## config.mk

```make
export PLATFORM = sky130hd
export DESIGN_NAME = cwu_top
export DESIGN_NICKNAME = d
export VERILOG_FILES = /design/src/common/cwu_pkg.sv /design/src/common/cwu_ifs.sv /design/src/logic/cwu_top.sv /design/src/logic/cwu_deadband.sv /design/src/logic/cwu_ahb_slave.sv
export VERILOG_INCLUDE_DIRS = /design/src /design/src/common
export SDC_FILE = /design/constraint.sdc
export NUM_CORES = 1
export LEC_CHECK = 0
export BUFFER_PORTS_ARGS = -buffer_cell sky130_fd_sc_hd__clkbuf_2
export CORE_UTILIZATION = 45
export CTS_CLUSTER_DIAMETER = 150
export DETAILED_ROUTE_END_ITERATION = 7
export PLACE_DENSITY = 0.75
export REMOVE_ABC_BUFFERS = 1
export SLEW_MARGIN = 25
export SYNTH_ARGS = -nofsm -noshare
export SYNTH_HDL_FRONTEND = slang
export SYNTH_HIERARCHICAL = 1
export SYNTH_SLANG_ARGS = --single-unit
export TNS_END_PERCENT = 10
```

## constraint.sdc

```tcl
create_clock -name sys_clk_i -period 2.4 [get_ports sys_clk_i]
set_clock_uncertainty 0.1 [all_clocks]
set_input_delay 0.6 -clock sys_clk_i [delete_from_list [all_inputs] [get_ports sys_clk_i]]
set_output_delay 0.6 -clock sys_clk_i [all_outputs]
set_load 0.02 [all_outputs]
```

## src/common/cwu_params.svh

```systemverilog
// Register indexes, bit positions and fixed codes of the waveform unit.
`ifndef CWU_PARAMS_SVH
`define CWU_PARAMS_SVH
// Register indexes; the bus byte address is four times the index.
`define CWU_IDX_CLK 12'h50c
`define CWU_IDX_ISM 12'h50d
`define CWU_IDX_DBR 12'h50e
`define CWU_IDX_DBF 12'h50f
`define CWU_IDX_CON0 12'h510
`define CWU_IDX_CON1 12'h511
`define CWU_IDX_AS0 12'h512
`define CWU_IDX_AS1 12'h513
`define CWU_IDX_STR 12'h514
// Field positions.
`define CWU_EN_BIT 7
`define CWU_LD_BIT 6
`define CWU_IN_BIT 5
`define CWU_SHUT_BIT 7
`define CWU_REN_BIT 6
`define CWU_CS_BIT 0
// Reset and fixed values.
`define CWU_RST_BYTE 8'h00
`define CWU_RST_DB 6'h00
`define CWU_ISM_LAST 4'hb
`define CWU_LVL_HIGH 2'b11
`define CWU_LVL_LOW 2'b10
`define CWU_LVL_TRI 2'b01
`define CWU_HTRANS_NONSEQ 2'b10
`endif

```

## src/common/cwu_pkg.sv

```systemverilog
// Shared types of the waveform unit.
package cwu_pkg;
  typedef logic [31:0] cwu_word_t;
  typedef logic [11:0] cwu_idx_t;
  typedef enum logic [2:0] {
    CWU_ASYNC_STEER = 3'b000,
    CWU_SYNC_STEER = 3'b001,
    CWU_FWD_BRIDGE = 3'b010,
    CWU_REV_BRIDGE = 3'b011,
    CWU_HALF_BRIDGE = 3'b100,
    CWU_PUSH_PULL = 3'b101,
    CWU_RSVD_6 = 3'b110,
    CWU_RSVD_7 = 3'b111
  } cwu_mode_e;
endpackage

```

## src/common/cwu_ifs.sv

```systemverilog
// Interfaces between the core, its bus slave and its dead-band timers.
`timescale 1ns/10ps
`default_nettype none
interface cwu_reg_if;
  logic wr;
  logic [11:0] wr_idx;
  logic [7:0] wdata;
  logic [11:0] rd_idx;
  logic [7:0] rdata;
  modport slave(output wr, output wr_idx, output wdata, output rd_idx, input rdata);
  modport core(input wr, input wr_idx, input wdata, input rd_idx, output rdata);
endinterface

interface cwu_db_if;
  logic tick;
  logic din;
  logic [5:0] count;
  logic dout;
  modport gen(input tick, input din, input count, output dout);
  modport user(output tick, output din, output count, input dout);
endinterface
`default_nettype wire

```

## src/logic/cwu_top.sv

```systemverilog
// Core of the complementary waveform unit with its register file.
`timescale 1ns/10ps
`default_nettype none
`include "cwu_params.svh"
module cwu_top #(
  parameter int SRC_N = 12,
  parameter int FAULT_N = 8
) (
  input wire logic sys_clk_i,
  input wire logic sys_rst_i,
  input wire logic hsel_i,
  input wire cwu_pkg::cwu_word_t haddr_i,
  input wire logic [1:0] htrans_i,
  input wire logic hwrite_i,
  input wire logic [2:0] hsize_i,
  input wire logic hready_i,
  input wire cwu_pkg::cwu_word_t hwdata_i,
  output logic [31:0] hrdata_o,
  output logic hreadyout_o,
  output logic hresp_o,
  input wire logic [SRC_N-1:0] data_src_i,
  input wire logic [SRC_N-1:0] src_active_i,
  input wire logic [FAULT_N-1:0] fault_n_i,
  input wire logic fast_osc_i,
  output logic [3:0] wave_o,
  output logic [3:0] wave_oe_o,
  output logic fast_osc_keep_o
);
  import cwu_pkg::*;

  cwu_reg_if regs();
  cwu_db_if db_rise();
  cwu_db_if db_fall();

  // ----------------------------------------
  // Input synchronisers
  // ----------------------------------------
  logic [SRC_N-1:0] src_s1_reg, src_s2_reg, act_s1_reg, act_s2_reg;
  logic [FAULT_N-1:0] flt_s1_reg, flt_s2_reg;
  logic [2:0] osc_sh_reg;

  always_ff @(posedge sys_clk_i) begin
    if (sys_rst_i) begin
      src_s1_reg <= '0;
      src_s2_reg <= '0;
      act_s1_reg <= '0;
      act_s2_reg <= '0;
      flt_s1_reg <= '1;
      flt_s2_reg <= '1;
      osc_sh_reg <= 3'h0;
    end else begin
      src_s1_reg <= data_src_i;
      src_s2_reg <= src_s1_reg;
      act_s1_reg <= src_active_i;
      act_s2_reg <= act_s1_reg;
      flt_s1_reg <= fault_n_i;
      flt_s2_reg <= flt_s1_reg;
      osc_sh_reg <= {osc_sh_reg[1:0], fast_osc_i};
    end
  end

  // ----------------------------------------
  // Registers and control state
  // ----------------------------------------
  logic cs_reg, cs_next;
  logic [3:0] ism_reg, ism_next;
  logic [5:0] dbr_reg, dbr_next, dbf_reg, dbf_next;
  logic [5:0] dbr_buf_reg, dbr_buf_next, dbf_buf_reg, dbf_buf_next;
  logic en_reg, en_next, ld_reg, ld_next, armed_reg, armed_next;
  cwu_mode_e mode_reg, mode_next;
  logic [3:0] pol_reg, pol_next;
  logic shut_reg, shut_next, ren_reg, ren_next, run_reg, run_next;
  logic [1:0] second_pair_safe_level_reg, second_pair_safe_level_next, first_pair_safe_level_reg, first_pair_safe_level_next;
  logic [7:0] ase_reg, ase_next, str_reg, str_next;
  logic [3:0] strb_reg, strb_next;
  logic din_q_reg, phase_reg, phase_next;
  logic data, rise, fall, fault, gen_tick, src_act;
  logic wr_clk, wr_ism, wr_dbr, wr_dbf, wr_con0, wr_con1, wr_as0, wr_as1, wr_str;

  always_comb begin
    // Reserved source codes feed a constant low.
    data = (ism_reg <= `CWU_ISM_LAST) ? src_s2_reg[ism_reg] : 1'b0;
    src_act = (ism_reg <= `CWU_ISM_LAST) ? act_s2_reg[ism_reg] : 1'b0;
    rise = data && !din_q_reg;
    fall = !data && din_q_reg;
    fault = |(~flt_s2_reg & ase_reg);
    gen_tick = cs_reg ? (osc_sh_reg[1] && !osc_sh_reg[2]) : 1'b1;
    wr_clk = regs.wr && regs.wr_idx == `CWU_IDX_CLK;
    wr_ism = regs.wr && regs.wr_idx == `CWU_IDX_ISM;
    wr_dbr = regs.wr && regs.wr_idx == `CWU_IDX_DBR;
    wr_dbf = regs.wr && regs.wr_idx == `CWU_IDX_DBF;
    wr_con0 = regs.wr && regs.wr_idx == `CWU_IDX_CON0;
    wr_con1 = regs.wr && regs.wr_idx == `CWU_IDX_CON1;
    wr_as0 = regs.wr && regs.wr_idx == `CWU_IDX_AS0;
    wr_as1 = regs.wr && regs.wr_idx == `CWU_IDX_AS1;
    wr_str = regs.wr && regs.wr_idx == `CWU_IDX_STR;

    cs_next = wr_clk ? regs.wdata[`CWU_CS_BIT] : cs_reg;
    ism_next = wr_ism ? regs.wdata[3:0] : ism_reg;
    dbr_next = wr_dbr ? regs.wdata[5:0] : dbr_reg;
    dbf_next = wr_dbf ? regs.wdata[5:0] : dbf_reg;
    en_next = wr_con0 ? regs.wdata[`CWU_EN_BIT] : en_reg;
    mode_next = wr_con0 ? cwu_mode_e'(regs.wdata[2:0]) : mode_reg;
    pol_next = wr_con1 ? regs.wdata[3:0] : pol_reg;
    ren_next = wr_as0 ? regs.wdata[`CWU_REN_BIT] : ren_reg;
    second_pair_safe_level_next = wr_as0 ? regs.wdata[5:4] : second_pair_safe_level_reg;
    first_pair_safe_level_next = wr_as0 ? regs.wdata[3:2] : first_pair_safe_level_reg;
    ase_next = wr_as1 ? regs.wdata : ase_reg;
    str_next = wr_str ? regs.wdata : str_reg;

    // Buffered dead-band counts follow the registers while disabled.
    dbr_buf_next = en_reg ? dbr_buf_reg : dbr_next;
    dbf_buf_next = en_reg ? dbf_buf_reg : dbf_next;
    ld_next = ld_reg;
    armed_next = armed_reg;
    if (ld_reg && fall) begin
      armed_next = 1'b1;
    end
    if (armed_reg && rise) begin
      dbr_buf_next = dbr_reg;
      dbf_buf_next = dbf_reg;
      ld_next = 1'b0;
      armed_next = 1'b0;
    end
    // A request in the write that turns enable on is dropped; a new one wins the clear.
    if (wr_con0 && regs.wdata[`CWU_LD_BIT] && en_reg) begin
      ld_next = 1'b1;
    end
    if (!en_next) begin
      ld_next = 1'b0;
      armed_next = 1'b0;
    end

    // Shutdown: any setting source wins over a clear in the same cycle.
    shut_next = shut_reg;
    if (wr_as0 && !regs.wdata[`CWU_SHUT_BIT] && !fault) begin
      shut_next = 1'b0;
    end
    if (ren_reg && !fault && en_reg) begin
      shut_next = 1'b0;
    end
    if (fault || (wr_as0 && regs.wdata[`CWU_SHUT_BIT]) || (en_next && !en_reg)) begin
      shut_next = 1'b1;
    end

    run_next = run_reg;
    if (shut_reg || !en_reg) begin
      run_next = 1'b0;
    end else if (rise) begin
      run_next = 1'b1;
    end
    strb_next = (mode_reg == CWU_SYNC_STEER && rise) ? str_reg[3:0] : strb_reg;
    phase_next = rise ? !phase_reg : phase_reg;
  end

  always_ff @(posedge sys_clk_i) begin
    if (sys_rst_i) begin
      cs_reg <= 1'b0;
      ism_reg <= 4'h0;
      dbr_reg <= `CWU_RST_DB;
      dbf_reg <= `CWU_RST_DB;
      dbr_buf_reg <= `CWU_RST_DB;
      dbf_buf_reg <= `CWU_RST_DB;
      en_reg <= 1'b0;
      ld_reg <= 1'b0;
      armed_reg <= 1'b0;
      mode_reg <= CWU_ASYNC_STEER;
      pol_reg <= 4'h0;
      shut_reg <= 1'b0;
      ren_reg <= 1'b0;
      run_reg <= 1'b0;
      second_pair_safe_level_reg <= 2'b00;
      first_pair_safe_level_reg <= 2'b00;
      ase_reg <= `CWU_RST_BYTE;
      str_reg <= `CWU_RST_BYTE;
      strb_reg <= 4'h0;
      din_q_reg <= 1'b0;
      phase_reg <= 1'b0;
    end else begin
      cs_reg <= cs_next;
      ism_reg <= ism_next;
      dbr_reg <= dbr_next;
      dbf_reg <= dbf_next;
      dbr_buf_reg <= dbr_buf_next;
      dbf_buf_reg <= dbf_buf_next;
      en_reg <= en_next;
      ld_reg <= ld_next;
      armed_reg <= armed_next;
      mode_reg <= mode_next;
      pol_reg <= pol_next;
      shut_reg <= shut_next;
      ren_reg <= ren_next;
      run_reg <= run_next;
      second_pair_safe_level_reg <= second_pair_safe_level_next;
      first_pair_safe_level_reg <= first_pair_safe_level_next;
      ase_reg <= ase_next;
      str_reg <= str_next;
      strb_reg <= strb_next;
      din_q_reg <= data;
      phase_reg <= phase_next;
    end
  end

  // ----------------------------------------
  // Read mux
  // ----------------------------------------
  always_comb begin
    unique case (regs.rd_idx)
      `CWU_IDX_CLK: regs.rdata = {7'h00, cs_reg};
      `CWU_IDX_ISM: regs.rdata = {4'h0, ism_reg};
      `CWU_IDX_DBR: regs.rdata = {2'b00, dbr_reg};
      `CWU_IDX_DBF: regs.rdata = {2'b00, dbf_reg};
      `CWU_IDX_CON0: regs.rdata = {en_reg, ld_reg, 3'b000, mode_reg};
      `CWU_IDX_CON1: regs.rdata = {2'b00, data, 1'b0, pol_reg};
      `CWU_IDX_AS0: regs.rdata = {shut_reg, ren_reg, second_pair_safe_level_reg, first_pair_safe_level_reg, 2'b00};
      `CWU_IDX_AS1: regs.rdata = ase_reg;
      `CWU_IDX_STR: regs.rdata = str_reg;
      default: regs.rdata = `CWU_RST_BYTE;
    endcase
  end

  cwu_ahb_slave u_bus (
    .sys_clk_i(sys_clk_i),
    .sys_rst_i(sys_rst_i),
    .hsel_i(hsel_i),
    .haddr_i(haddr_i),
    .htrans_i(htrans_i),
    .hwrite_i(hwrite_i),
    .hready_i(hready_i),
    .hwdata_i(hwdata_i),
    .hrdata_o(hrdata_o),
    .hreadyout_o(hreadyout_o),
    .regs(regs)
  );

  // ----------------------------------------
  // Dead band and output shaping
  // ----------------------------------------
  assign db_rise.tick = gen_tick;
  assign db_rise.din = data;
  assign db_rise.count = dbr_buf_reg;
  assign db_fall.tick = gen_tick;
  assign db_fall.din = !data;
  assign db_fall.count = dbf_buf_reg;

  cwu_deadband u_db_rise (
    .sys_clk_i(sys_clk_i),
    .sys_rst_i(sys_rst_i),
    .db(db_rise)
  );
  cwu_deadband u_db_fall (
    .sys_clk_i(sys_clk_i),
    .sys_rst_i(sys_rst_i),
    .db(db_fall)
  );

  logic [3:0] raw, wave_next, oe_next, wave_reg, oe_reg;
  logic [3:0] steer;
  logic keep_reg, keep_next;

  always_comb begin
    steer = (mode_reg == CWU_SYNC_STEER) ? strb_reg : str_reg[3:0];
    unique case (mode_reg)
      CWU_PUSH_PULL: raw = {2'b00, data && !phase_reg, data && phase_reg};
      CWU_HALF_BRIDGE: raw = {2'b00, db_fall.dout, db_rise.dout};
      CWU_FWD_BRIDGE: raw = {data && !db_fall.dout, 2'b00, 1'b1};
      CWU_REV_BRIDGE: raw = {1'b0, 1'b1, db_rise.dout, 1'b0};
      CWU_ASYNC_STEER, CWU_SYNC_STEER: raw = {4{data}};
      default: raw = 4'h0;
    endcase
    wave_next = raw ^ pol_reg;
    oe_next = 4'hf;
    if (mode_reg == CWU_ASYNC_STEER || mode_reg == CWU_SYNC_STEER) begin
      wave_next = (steer & ({4{data}} ^ pol_reg)) | (~steer & str_reg[7:4]);
    end
    if (!run_reg) begin
      // Inactive level including polarity unless a fixed level or release is chosen.
      wave_next = pol_reg;
      for (int i = 0; i < 4; i++) begin
        unique case (i[0] ? second_pair_safe_level_reg : first_pair_safe_level_reg)
          `CWU_LVL_HIGH: wave_next[i] = 1'b1;
          `CWU_LVL_LOW: wave_next[i] = 1'b0;
          `CWU_LVL_TRI: oe_next[i] = 1'b0;
          default: wave_next[i] = pol_reg[i];
        endcase
      end
    end
    keep_next = en_reg && cs_reg && src_act;
  end

  always_ff @(posedge sys_clk_i) begin
    if (sys_rst_i) begin
      wave_reg <= 4'h0;
      oe_reg <= 4'h0;
      keep_reg <= 1'b0;
    end else begin
      wave_reg <= wave_next;
      oe_reg <= oe_next;
      keep_reg <= keep_next;
    end
  end

  assign wave_o = wave_reg;
  assign wave_oe_o = oe_reg;
  assign fast_osc_keep_o = keep_reg;
  assign hresp_o = 1'b0;
endmodule
`default_nettype wire

```

## src/logic/cwu_deadband.sv

```systemverilog
// Dead-band timer: delays the rising edge of its input by a count of generator ticks.
`timescale 1ns/10ps
`default_nettype none
module cwu_deadband (
  input wire logic sys_clk_i,
  input wire logic sys_rst_i,
  cwu_db_if.gen db
);
  import cwu_pkg::*;
  logic [5:0] cnt_reg;
  logic [5:0] cnt_next;
  logic out_reg;
  logic out_next;

  // ----------------------------------------
  // Counter
  // ----------------------------------------
  // A fall of the input before the count ends cancels the pulse altogether.
  always_comb begin
    cnt_next = cnt_reg;
    out_next = out_reg;
    if (!db.din) begin
      cnt_next = 6'h00;
      out_next = 1'b0;
    end else if (db.count == 6'h00) begin
      out_next = 1'b1;
    end else if (!out_reg && db.tick) begin
      // The output rises on the tick after n ticks have passed, so a count of n adds n to n+1.
      if (cnt_reg == db.count) begin
        out_next = 1'b1;
      end else begin
        cnt_next = cnt_reg + 6'h01;
      end
    end
  end

  always_ff @(posedge sys_clk_i) begin
    if (sys_rst_i) begin
      cnt_reg <= 6'h00;
      out_reg <= 1'b0;
    end else begin
      cnt_reg <= cnt_next;
      out_reg <= out_next;
    end
  end

  assign db.dout = out_reg;
endmodule
`default_nettype wire

```

## src/logic/cwu_ahb_slave.sv

```systemverilog
// AHB-Lite slave front end of the waveform unit register file.
`timescale 1ns/10ps
`default_nettype none
`include "cwu_params.svh"
module cwu_ahb_slave (
  input wire logic sys_clk_i,
  input wire logic sys_rst_i,
  input wire logic hsel_i,
  input wire cwu_pkg::cwu_word_t haddr_i,
  input wire logic [1:0] htrans_i,
  input wire logic hwrite_i,
  input wire logic hready_i,
  input wire cwu_pkg::cwu_word_t hwdata_i,
  output logic [31:0] hrdata_o,
  output logic hreadyout_o,
  cwu_reg_if.slave regs
);
  import cwu_pkg::*;
  logic wr_ph_reg, wr_ph_next;
  logic rd_ph_reg, rd_ph_next;
  cwu_idx_t idx_reg, idx_next;
  logic rdy_reg, rdy_next;
  logic [7:0] rdat_reg, rdat_next;
  logic accept;

  // ----------------------------------------
  // Transfer tracking
  // ----------------------------------------
  // Reads take one wait state so that a write just before them is already stored.
  always_comb begin
    accept = hsel_i && htrans_i == `CWU_HTRANS_NONSEQ && hready_i;
    wr_ph_next = accept && hwrite_i;
    rd_ph_next = accept && !hwrite_i;
    idx_next = accept ? haddr_i[13:2] : idx_reg;
    rdy_next = !rd_ph_next;
    rdat_next = rd_ph_reg ? regs.rdata : rdat_reg;
  end

  always_ff @(posedge sys_clk_i) begin
    if (sys_rst_i) begin
      wr_ph_reg <= 1'b0;
      rd_ph_reg <= 1'b0;
      idx_reg <= 12'h000;
      rdy_reg <= 1'b1;
      rdat_reg <= `CWU_RST_BYTE;
    end else begin
      wr_ph_reg <= wr_ph_next;
      rd_ph_reg <= rd_ph_next;
      idx_reg <= idx_next;
      rdy_reg <= rdy_next;
      rdat_reg <= rdat_next;
    end
  end

  assign regs.wr = wr_ph_reg;
  assign regs.wr_idx = idx_reg;
  assign regs.wdata = hwdata_i[7:0];
  assign regs.rd_idx = idx_reg;
  assign hrdata_o = {24'h000000, rdat_reg};
  assign hreadyout_o = rdy_reg;
endmodule
`default_nettype wire

```

==> results of run 1 <==
## synthesized netlist by cell type, types with 3 or more instances
| library cell | n | area share [%] |
|---|---|---|
| nand4_1 | 7 | 0.56 |
| nor3b_1 | 5 | 0.48 |
| nand2b_1 | 33 | 2.6 |
| nor3_1 | 8 | 0.51 |
| and3_1 | 8 | 0.64 |
| o22ai_1 | 4 | 0.32 |
| buf_2 | 3 | 0.19 |
| mux2i_1 | 63 | 8.1 |
| o21ai_0 | 18 | 1.2 |
| buf_4 | 47 | 4.5 |
| and3b_1 | 3 | 0.34 |
| a211oi_1 | 3 | 0.29 |
| nand2_1 | 75 | 3.6 |
| clkbuf_1 | 29 | 1.4 |
| or2_2 | 18 | 1.4 |
| nor2b_1 | 57 | 4.6 |
| nor4_1 | 6 | 0.48 |
| dfxtp_1 | 179 | 46 |
| nand3_1 | 19 | 1.2 |
| and4b_1 | 4 | 0.51 |
| a22oi_1 | 4 | 0.38 |
| xor2_1 | 5 | 0.56 |
| buf_6 | 4 | 0.58 |
| o21ai_1 | 12 | 0.77 |
| a21oi_1 | 55 | 3.5 |
| xnor2_1 | 13 | 1.5 |
| a221oi_1 | 4 | 0.45 |
| inv_1 | 13 | 0.62 |
| nor2_1 | 84 | 4.0 |
| o2111ai_1 | 3 | 0.34 |
| a222oi_1 | 4 | 0.51 |
| mux4_2 | 6 | 1.7 |
| or3_1 | 8 | 0.64 |
## final timing paths
path                            slack [ns]  cells past startpoint       endpoint     startpoint
worst max register to register        0.09                     10    strb_reg[1]     ism_reg[0]
worst max-delay path                  0.09                     10    strb_reg[1]     ism_reg[0]
worst min-delay path                  0.26                      2  flt_s1_reg[7]   fault_n_i[7]
worst min register to register        0.30                      1  flt_s2_reg[7]  flt_s1_reg[7]
## timing repair
item                                   4_1_cts  5_1_grt
pin swaps                                    0        0
endpoints found under the hold margin        0        0
gates cloned                                 0        0
resized for setup                            2        4
setup endpoints to repair                    1       13
## metrics by stage
step           setup slack [ns]  cell area (µm²)  setup TNS, ns  util [%]  hold WS (ns)
6_report                 0.0913             8920              0      53.3         0.258
5_1_grt                -0.00493             8920       -0.00692      53.3         0.251
4_1_cts                  0.0186             8910              0      53.2         0.238
3_5_place_dp             0.0132             8310              0      49.6         0.294
3_3_place_gp             0.0312             8310              0      49.6         0.290
2_1_floorplan            -0.215             7340          -1.45         -         0.289
## where the power goes
part	switching (W)	internal, W	total (W)	leakage (nW)
sequential	0.0000227	0.00303	0.00305	1.46
clock	0.00114	0.00164	0.00278	0.279
combinational	0.000157	0.000113	0.000270	1.85
total	0.00132	0.00478	0.00610	3.59
## logic make-up after synthesis
group / after synthesis / synth area share [%]
AOI/OAI and AO/OA: 125 / 10.1
xor gates and xnor gates: 18 / 2.02
adders and majority gates: 2 / 0.320
buffers and inverters: 99 / 7.67
DFF: 179 / 45.9
muxes: 73 / 10.4
other: 2 / 0.0962
and+or+nand+nor: 349 / 23.5
## critical path: stages, from the launching register on
cell and delay [ns]:
dfxtp_4 0.36, buf_12 0.13, mux2i_1 0.14, a221oi_1 0.29, buf_4 0.17, a211oi_4 0.06
buf_12 0.14, buf_4 0.15, nor3b_4 0.33, mux2i_1 0.25, nor2_1 0.06
## layer usage
layer / GRT usage [%] / part of all wire (%) / vias to the layer above
li1: - / - / 2955
met1: 24.3 / 45 / 2728
met2: 31.1 / 47 / 197
met3: 3.96 / 6.1 / 39
met4: 9.22 / 2.6 / 0
met5: 0 / 0 / -
## final cells by class
cell class                 instances  area [µm²]  share of cell area, %
multi-input combinational        592        3730                   41.8
sequential                       179        3590                   40.2
timing repair buffer             112         688                   7.71
clock buffer                      19         433                   4.85
tap                              220         275                   3.08
clock inverter                    12         158                   1.77
inverter                          13        48.8                  0.547
==> impl_metrics.tcl, run 1 <==
set metrics [dict create \
    outcome "complete, no violations" \
    placed_cells 1116 \
    n_antenna_cell 0 \
    max_slew_margin_pct 62.5 \
    hp-class "in2reg" \
    grt_max_degree 90 \
    clockBufferDepth 2 \
    syn_inst 847 \
    cts_buffers 17 \
    synthArstFlopShare_pct 0 \
    mostFrequentLayoutCells "dfxtp_1, nor2_1, clkbuf_2" \
    die_w_um 134 \
    ys_types 63 \
    drt-total-wl_mm 16.3 \
    worst_pin_slew_ns 0.561 \
    slew_viol_final 0 \
    layout_commonest_cell "dfxtp_1" \
    first_pass_iters 6 \
    synth-seq-cells 179 \
    start_util_pct 46.6 \
    wl_per_cell_um 14.2 \
    die-area_um2 17900 \
    die_h_um 134 \
    p_leak_nw 3.59 \
    vias 5919 \
    post_cts_buffers 0 \
    gp_congestion 0.879 \
    clock-sinks 179 \
    drt_iter0_drc 378 \
    cts_root_buffer "clkbuf_16" \
    core_area_um2 16800 \
    setup_viol 0 \
    crit_path_max_fanout 6 \
    drive_gt1_share_pct 19.6 \
    antenna_found_initial 0 \
    hold_buffers 0 \
    cellPowerDensity_nw_per_um2 684 \
    drc_errors 0 \
    fin_crit_sh_pct 96.2 \
    required_ns 2.60 \
    fill_cells 1538 \
    dp_hpwl_mm 11.6 \
    areaGrowthSynthToFinish_pct 14.3 \
    min_period_ns 2.31 \
    nNetsFinal 1024 \
    clkTransAtPathRegs_ns 0.07 \
    antenna_left 0 \
    worstSetupPathType "reg2reg" \
    crit_arrival_ns 2.51 \
    ys.warnings.count 6 \
    syn-mean-instance-area_um2 9.22 \
    io_pins 150 \
    avgViaCountPerCell 5.16 \
    final_hold_viol_count 0 \
    numPortBuffers 77 \
    clk-insertion-delay-late_ns 0.42 \
    synth-main-ff-cell "dfxtp_1" \
    max_cap_violations 0 \
    grt_setup_unrepaired "yes" \
    rows 47 \
    synth_area_um2 7810 \
    overflow 0 \
    grt_pass1_wl_mm 26.9 \
    grt_pass1_vias 5491 \
    htree_num_levels 4 \
    yosysSeqAreaShare_pct 45.9 \
    max_freq_mhz 433 \
    final_cells 1147 \
    endpoint_kind "flip-flop" \
    cts_tree "yes" \
    synth_edf_count 0 \
    power_w 0.00610 \
    max-vdd-ir-drop_uv 515 \
    startpoint_type "flip-flop" \
    grt_usage_pct 19.2 \
]
Power figures use the tool's default switching activity.
==> inputs of run 2 (changes only) <==
--- a/config.mk
+++ b/config.mk
@@ -7,12 +7,13 @@
 export NUM_CORES = 1
 export LEC_CHECK = 0
 export BUFFER_PORTS_ARGS = -buffer_cell sky130_fd_sc_hd__clkbuf_2
+export CAP_MARGIN = 20
 export CORE_UTILIZATION = 45
 export CTS_CLUSTER_DIAMETER = 150
 export DETAILED_ROUTE_END_ITERATION = 7
 export PLACE_DENSITY = 0.75
 export REMOVE_ABC_BUFFERS = 1
-export SLEW_MARGIN = 25
+export SETUP_SLACK_MARGIN = 0.4
 export SYNTH_ARGS = -nofsm -noshare
 export SYNTH_HDL_FRONTEND = slang
 export SYNTH_HIERARCHICAL = 1
==> impl_metrics.tcl, run 2 (same netlist as run 1, synthesis figures left out) <==
set metrics [dict create \
    gp_congestion 0.879 \
    slowest_stage "dfxtp_1" \
    nNetsFinal 1029 \
    wl_per_cell_um 14.4 \
    r2r_end "db_fall.count[4]" \
    die_w_um 134 \
    multiInputGateArea_um2 3780 \
    outcome "complete, no violations" \
    clkTransAtPathRegs_ns 0.06 \
    die_h_um 134 \
    crit_path_max_fanout 6 \
    clock-sinks 179 \
    antenna_left 0 \
    drt-total-wl_mm 16.6 \
    fin_tns_setup_ns 0 \
    worst_pin_slew_ns 0.563 \
    clk-insertion-delay-late_ns 0.43 \
    io_pins 150 \
    fin_util_pct 53.8 \
    cts_root_buffer "clkbuf_16" \
    cp.depth 10 \
    hold_buffers 0 \
    p_leak_nw 3.62 \
    grt_max_degree 90 \
    seqCellArea_um2 3590 \
    grt_pass1_vias 5491 \
    worstSetupPathType "reg2reg" \
    htree_num_levels 4 \
    crit_chain "or2_2 > a221oi_1 > buf_4 > a211oi_4 > buf_12 > buf_6 > nor4b_4 > clkdlybuf4s15_2 > nand2_1 > o21ai_1" \
    min_path_cells 2 \
    grt_usage_pct 19.2 \
    setup_viol 0 \
    final_area_um2 9010 \
    crit_arrival_ns 2.56 \
    reg2reg_from "ism_reg[3]" \
    fill_cells 1521 \
    worstSetupEndpoint "db_fall.count[4]" \
    fin_crit_sh_pct 96.0 \
    avgViaCountPerCell 5.20 \
    grt_setup_unrepaired "yes" \
    overflow 0 \
    first_pass_iters 5 \
    max-vdd-ir-drop_uv 503 \
    min_period_ns 2.30 \
    holdWs_ns 0.257 \
    drive_gt1_share_pct 20.7 \
    crit_family "buffers and inverters" \
    final_hold_viol_count 0 \
    antenna_found_initial 0 \
    max_cap_violations 0 \
    mostFrequentLayoutCells "dfxtp_1, nor2_1, clkbuf_2" \
    cts_tree "yes" \
    r2r.worst_path.cells 10 \
    rows 47 \
    required_ns 2.65 \
    cp_num_buf_inv 4 \
    endpoint_kind "flip-flop" \
    cellPowerDensity_nw_per_um2 679 \
    grt_pass1_wl_mm 26.8 \
    die-area_um2 17900 \
    n_antenna_cell 0 \
    startpoint_type "flip-flop" \
    layout_commonest_cell "dfxtp_1" \
    slew_viol_final 0 \
    placed_area_um2 8310 \
    start_util_pct 46.6 \
    max_freq_mhz 434 \
    cts_buffers 17 \
    slowest_delay_ns 0.39 \
    dp_hpwl_mm 11.6 \
    vias 5991 \
    drt_iter0_drc 453 \
    core_area_um2 16800 \
    rrSetupSlack_ns 0.1 \
    numPortBuffers 77 \
    hp-class "in2reg" \
    clockBufferDepth 2 \
    startpoint "ism_reg[3]" \
    areaGrowthSynthToFinish_pct 15.4 \
    max_slew_margin_pct 62.4 \
    drc_errors 0 \
]
==> run 2: cell count changes in the layout (fill, tap and decap cells not counted), sizes merged <==
cell / change
buf: +3
a21o: +1
clkdlybuf4s15: +1
==> run 2: layer usage <==
layer | wire length [µm] | GRT usage, % | up-vias
li1 | - | - | 2969
met1 | 7340 | 24.2 | 2764
met2 | 7780 | 31.1 | 218
met3 | 1100 | 3.96 | 40
met4 | 386 | 9.22 | 0
met5 | 0 | 0 | -
==> run 2: worst min-delay path by stage <==
stage	start	slack, ns	to
4_1_cts	fault_n_i[7]	0.24	flt_s1_reg[7]
6_report	fault_n_i[7]	0.26	flt_s1_reg[7]
3_5_place_dp	flt_s1_reg[7]	0.29	flt_s2_reg[7]
5_1_grt	fault_n_i[5]	0.25	flt_s1_reg[5]
3_3_place_gp	flt_s1_reg[6]	0.29	flt_s2_reg[6]
2_1_floorplan	flt_s1_reg[0]	0.29	flt_s2_reg[0]
==> run 2: metrics by stage <==
stage / cells / total power, W / setup slack (ns)
6_report: 1152 / 0.00612 / 0.0962
3_3_place_gp: 1116 / 0.00339 / 0.0312
5_1_grt: 1152 / 0.00632 / -0.0115
2_1_floorplan: 784 / 0.00324 / -0.215
4_1_cts: 1147 / 0.00615 / 0.107
3_5_place_dp: 1116 / 0.00339 / 0.0132
==> run 2: final cells by class <==
class                      instances  share of cell area (%)
timing repair buffer             116                    8.14
inverter                          13                   0.541
multi-input combinational        593                    41.9
tap                              220                    3.05
clock inverter                    12                    1.75
sequential                       179                    39.8
clock buffer                      19                    4.80
==> run 2: what timing repair did <==
item                                    CTS  global route
cloned                                    0             2
endpoints found under the setup margin   48            69
pin swaps                                 4             4
buffers inserted                          0             3
gates resized for setup                   9             8
==> run 2: report_power, final <==
part           switching, W  leakage, nW  internal, W
Combinational      0.000160         1.88     0.000118
Sequential        0.0000235         1.46      0.00303
Clock               0.00115        0.279      0.00164
==> inputs of run 3 (changes only) <==
==> constraint.sdc (replaced) <==
create_clock -name sys_clk_i -period 1.97 [get_ports sys_clk_i]
set_clock_uncertainty 0.1 [all_clocks]
set_input_delay 0.4925 -clock sys_clk_i [delete_from_list [all_inputs] [get_ports sys_clk_i]]
set_output_delay 0.4925 -clock sys_clk_i [all_outputs]
set_load 0.02 [all_outputs]
==> impl_metrics.tcl, run 3 (same netlist as run 1, synthesis figures left out) <==
set metrics [dict create \
    outcome "finished, violations left" \
    violations "setup timing" \
    mostFrequentLayoutCells "dfxtp_1, nor2_1, clkbuf_2" \
    gp_congestion 0.873 \
    p_leak_nw 3.73 \
    clock-sinks 179 \
    die-area_um2 17900 \
    start_util_pct 46.6 \
    antenna_found_initial 0 \
    wl_per_cell_um 15.0 \
    first_pass_iters 7 \
    grt_usage_pct 20.1 \
    grt_pass1_vias 5695 \
    required_ns 2.22 \
    crit_arrival_ns 2.57 \
    grt_setup_unrepaired "yes" \
    pwr-share-comb_pct 5.0 \
    die_w_um 134 \
    cp_num_buf_inv 2 \
    htree_num_levels 4 \
    r2r_end "wave_o[2]" \
    crit_path_max_fanout 4 \
    hp-class "in2reg" \
    overflow 0 \
    drt_iter0_drc 373 \
    slew_viol_final 0 \
    fin_ws_ns -0.350 \
    die_h_um 134 \
    slowest_delay_ns 0.37 \
    crit_family "compound AO/OA/AOI/OAI gates" \
    startpoint_type "flip-flop" \
    startpoint "ism_reg[0]" \
    p_int_w 0.00576 \
    cellPowerDensity_nw_per_um2 792 \
    dp_hpwl_mm 12.3 \
    clockBufferDepth 2 \
    cts_tree "yes" \
    clkPwrFrac_pct 45.4 \
    grt_max_degree 80 \
    slowest_stage "dfxtp_4" \
    endpoint_kind "flip-flop" \
    nNetsFinal 1049 \
    cts_buffers 17 \
    avgViaCountPerCell 5.20 \
    fin_crit_sh_pct 118 \
    rrSetupSlack_ns -0.35 \
    cp.depth 8 \
    drc_errors 0 \
    io_pins 150 \
    worstSetupEndpoint "wave_o[2]" \
    max_slew_margin_pct 64.8 \
    worstSetupPathType "reg2reg" \
    crit_chain "buf_4 > mux2i_2 > a221oi_2 > buf_4 > a211oi_4 > xor2_1 > or3_1 > a221oi_2" \
    setup_viol 39 \
    reg2reg_from "ism_reg[0]" \
    areaGrowthSynthToFinish_pct 21.3 \
    fin_util_pct 56.5 \
    max-vdd-ir-drop_uv 665 \
    r2r.worst_path.cells 8 \
    drt-total-wl_mm 17.6 \
    seq_power_share_pct 49.6 \
    swShare_pct 23.3 \
    post-place-ws_ns -0.455 \
    rows 47 \
    vias 6097 \
    max_cap_violations 0 \
    cts_root_buffer "clkbuf_16" \
    grt_pass1_wl_mm 28.0 \
    clkTransAtPathRegs_ns 0.07 \
    hold_buffers 0 \
    min_path_cells 2 \
    p_sw_w 0.00175 \
    n_antenna_cell 0 \
    drive_gt1_share_pct 27.5 \
    final_hold_viol_count 0 \
    layout_commonest_cell "dfxtp_1" \
    max_freq_mhz 431 \
    core_area_um2 16800 \
    worst_pin_slew_ns 0.527 \
    min_period_ns 2.32 \
    numPortBuffers 77 \
    antenna_left 0 \
    clk-insertion-delay-late_ns 0.43 \
]
[run 3: changes by cell type in the layout (fill, tap and decap cells not counted), moves of 5 or more]
cell	before	now
nand2_1	74	64
buf_4	34	42
o21ai_0	18	13
mux2i_2	1	7
nand2_2	1	10
buf_6	1	16
inv_6	1	6
o21ai_1	11	17
mux2i_1	62	52
[run 3: area by class of cell]
type                            instances  area, µm²
Clock buffer                           17        425
Clock inverter                         15        170
Fill cell                            1414       7290
Inverter                               13       53.8
Multi-Input combinational cell        592       4010
Sequential cell                       179       3590
Tap cell                              220        275
Timing Repair Buffer                  137        951
[run 3: through the flow]
step / setup TNS [ns] / hold WS (ns) / cells / area, µm² / power, W
6_report: -7.82 / 0.136 / 1173 / 9470 / 0.00750
5_1_grt: -13.03 / 0.139 / 1173 / 9470 / 0.00774
4_1_cts: -7.23 / 0.117 / 1173 / 9380 / 0.00755
3_5_place_dp: -14.93 / 0.296 / 1137 / 8480 / 0.00415
3_3_place_gp: -12.33 / 0.292 / 1137 / 8480 / 0.00414
2_1_floorplan: -17.49 / 0.289 / 784 / 7340 / 0.00395
[run 3: power by group through the flow]
stage | Combinational, W | Clock [W] | Sequential, W
finish | 0.000374 | 0.00341 | 0.00372
global route | 0.000404 | 0.00361 | 0.00373
global placement | 0.000339 | 0 | 0.00380
detailed placement | 0.000344 | 0 | 0.00380
CTS | 0.000367 | 0.00346 | 0.00372
floorplan | 0.000150 | 0 | 0.00380
[run 3: per-layer routing]
layer  track usage [%]  up-vias  part of all wire [%]
met4              9.85        0                   3.5
met3              3.58       46                   5.8
met2              34.4      214                    49
met1              24.2     2818                    42
li1                  -     3019                     -
met5                 0        -                     0
[run 3: worst min-delay path by stage]
stage | startpoint | end | slack [ns]
2_1_floorplan | flt_s1_reg[0] | flt_s2_reg[0] | 0.29
3_3_place_gp | flt_s1_reg[3] | flt_s2_reg[3] | 0.29
3_5_place_dp | flt_s1_reg[6] | flt_s2_reg[6] | 0.30
4_1_cts | fault_n_i[0] | flt_s1_reg[0] | 0.12
5_1_grt | fault_n_i[0] | flt_s1_reg[0] | 0.14
6_report | fault_n_i[0] | flt_s1_reg[0] | 0.14
[run 3: worst reg2reg max path: stages, from the launching register on]
cell	delay (ns)
dfxtp_4	0.37
buf_4	0.13
mux2i_2	0.29
a221oi_2	0.10
buf_4	0.16
a211oi_4	0.36
xor2_1	0.13
or3_1	0.35
a221oi_2	0.26
[run 3: timing repair]
action                                  CTS  global route
setup buffers                             4             0
endpoints found under the setup margin   96            96
pin swaps                                65            28
resized for setup                        76            20
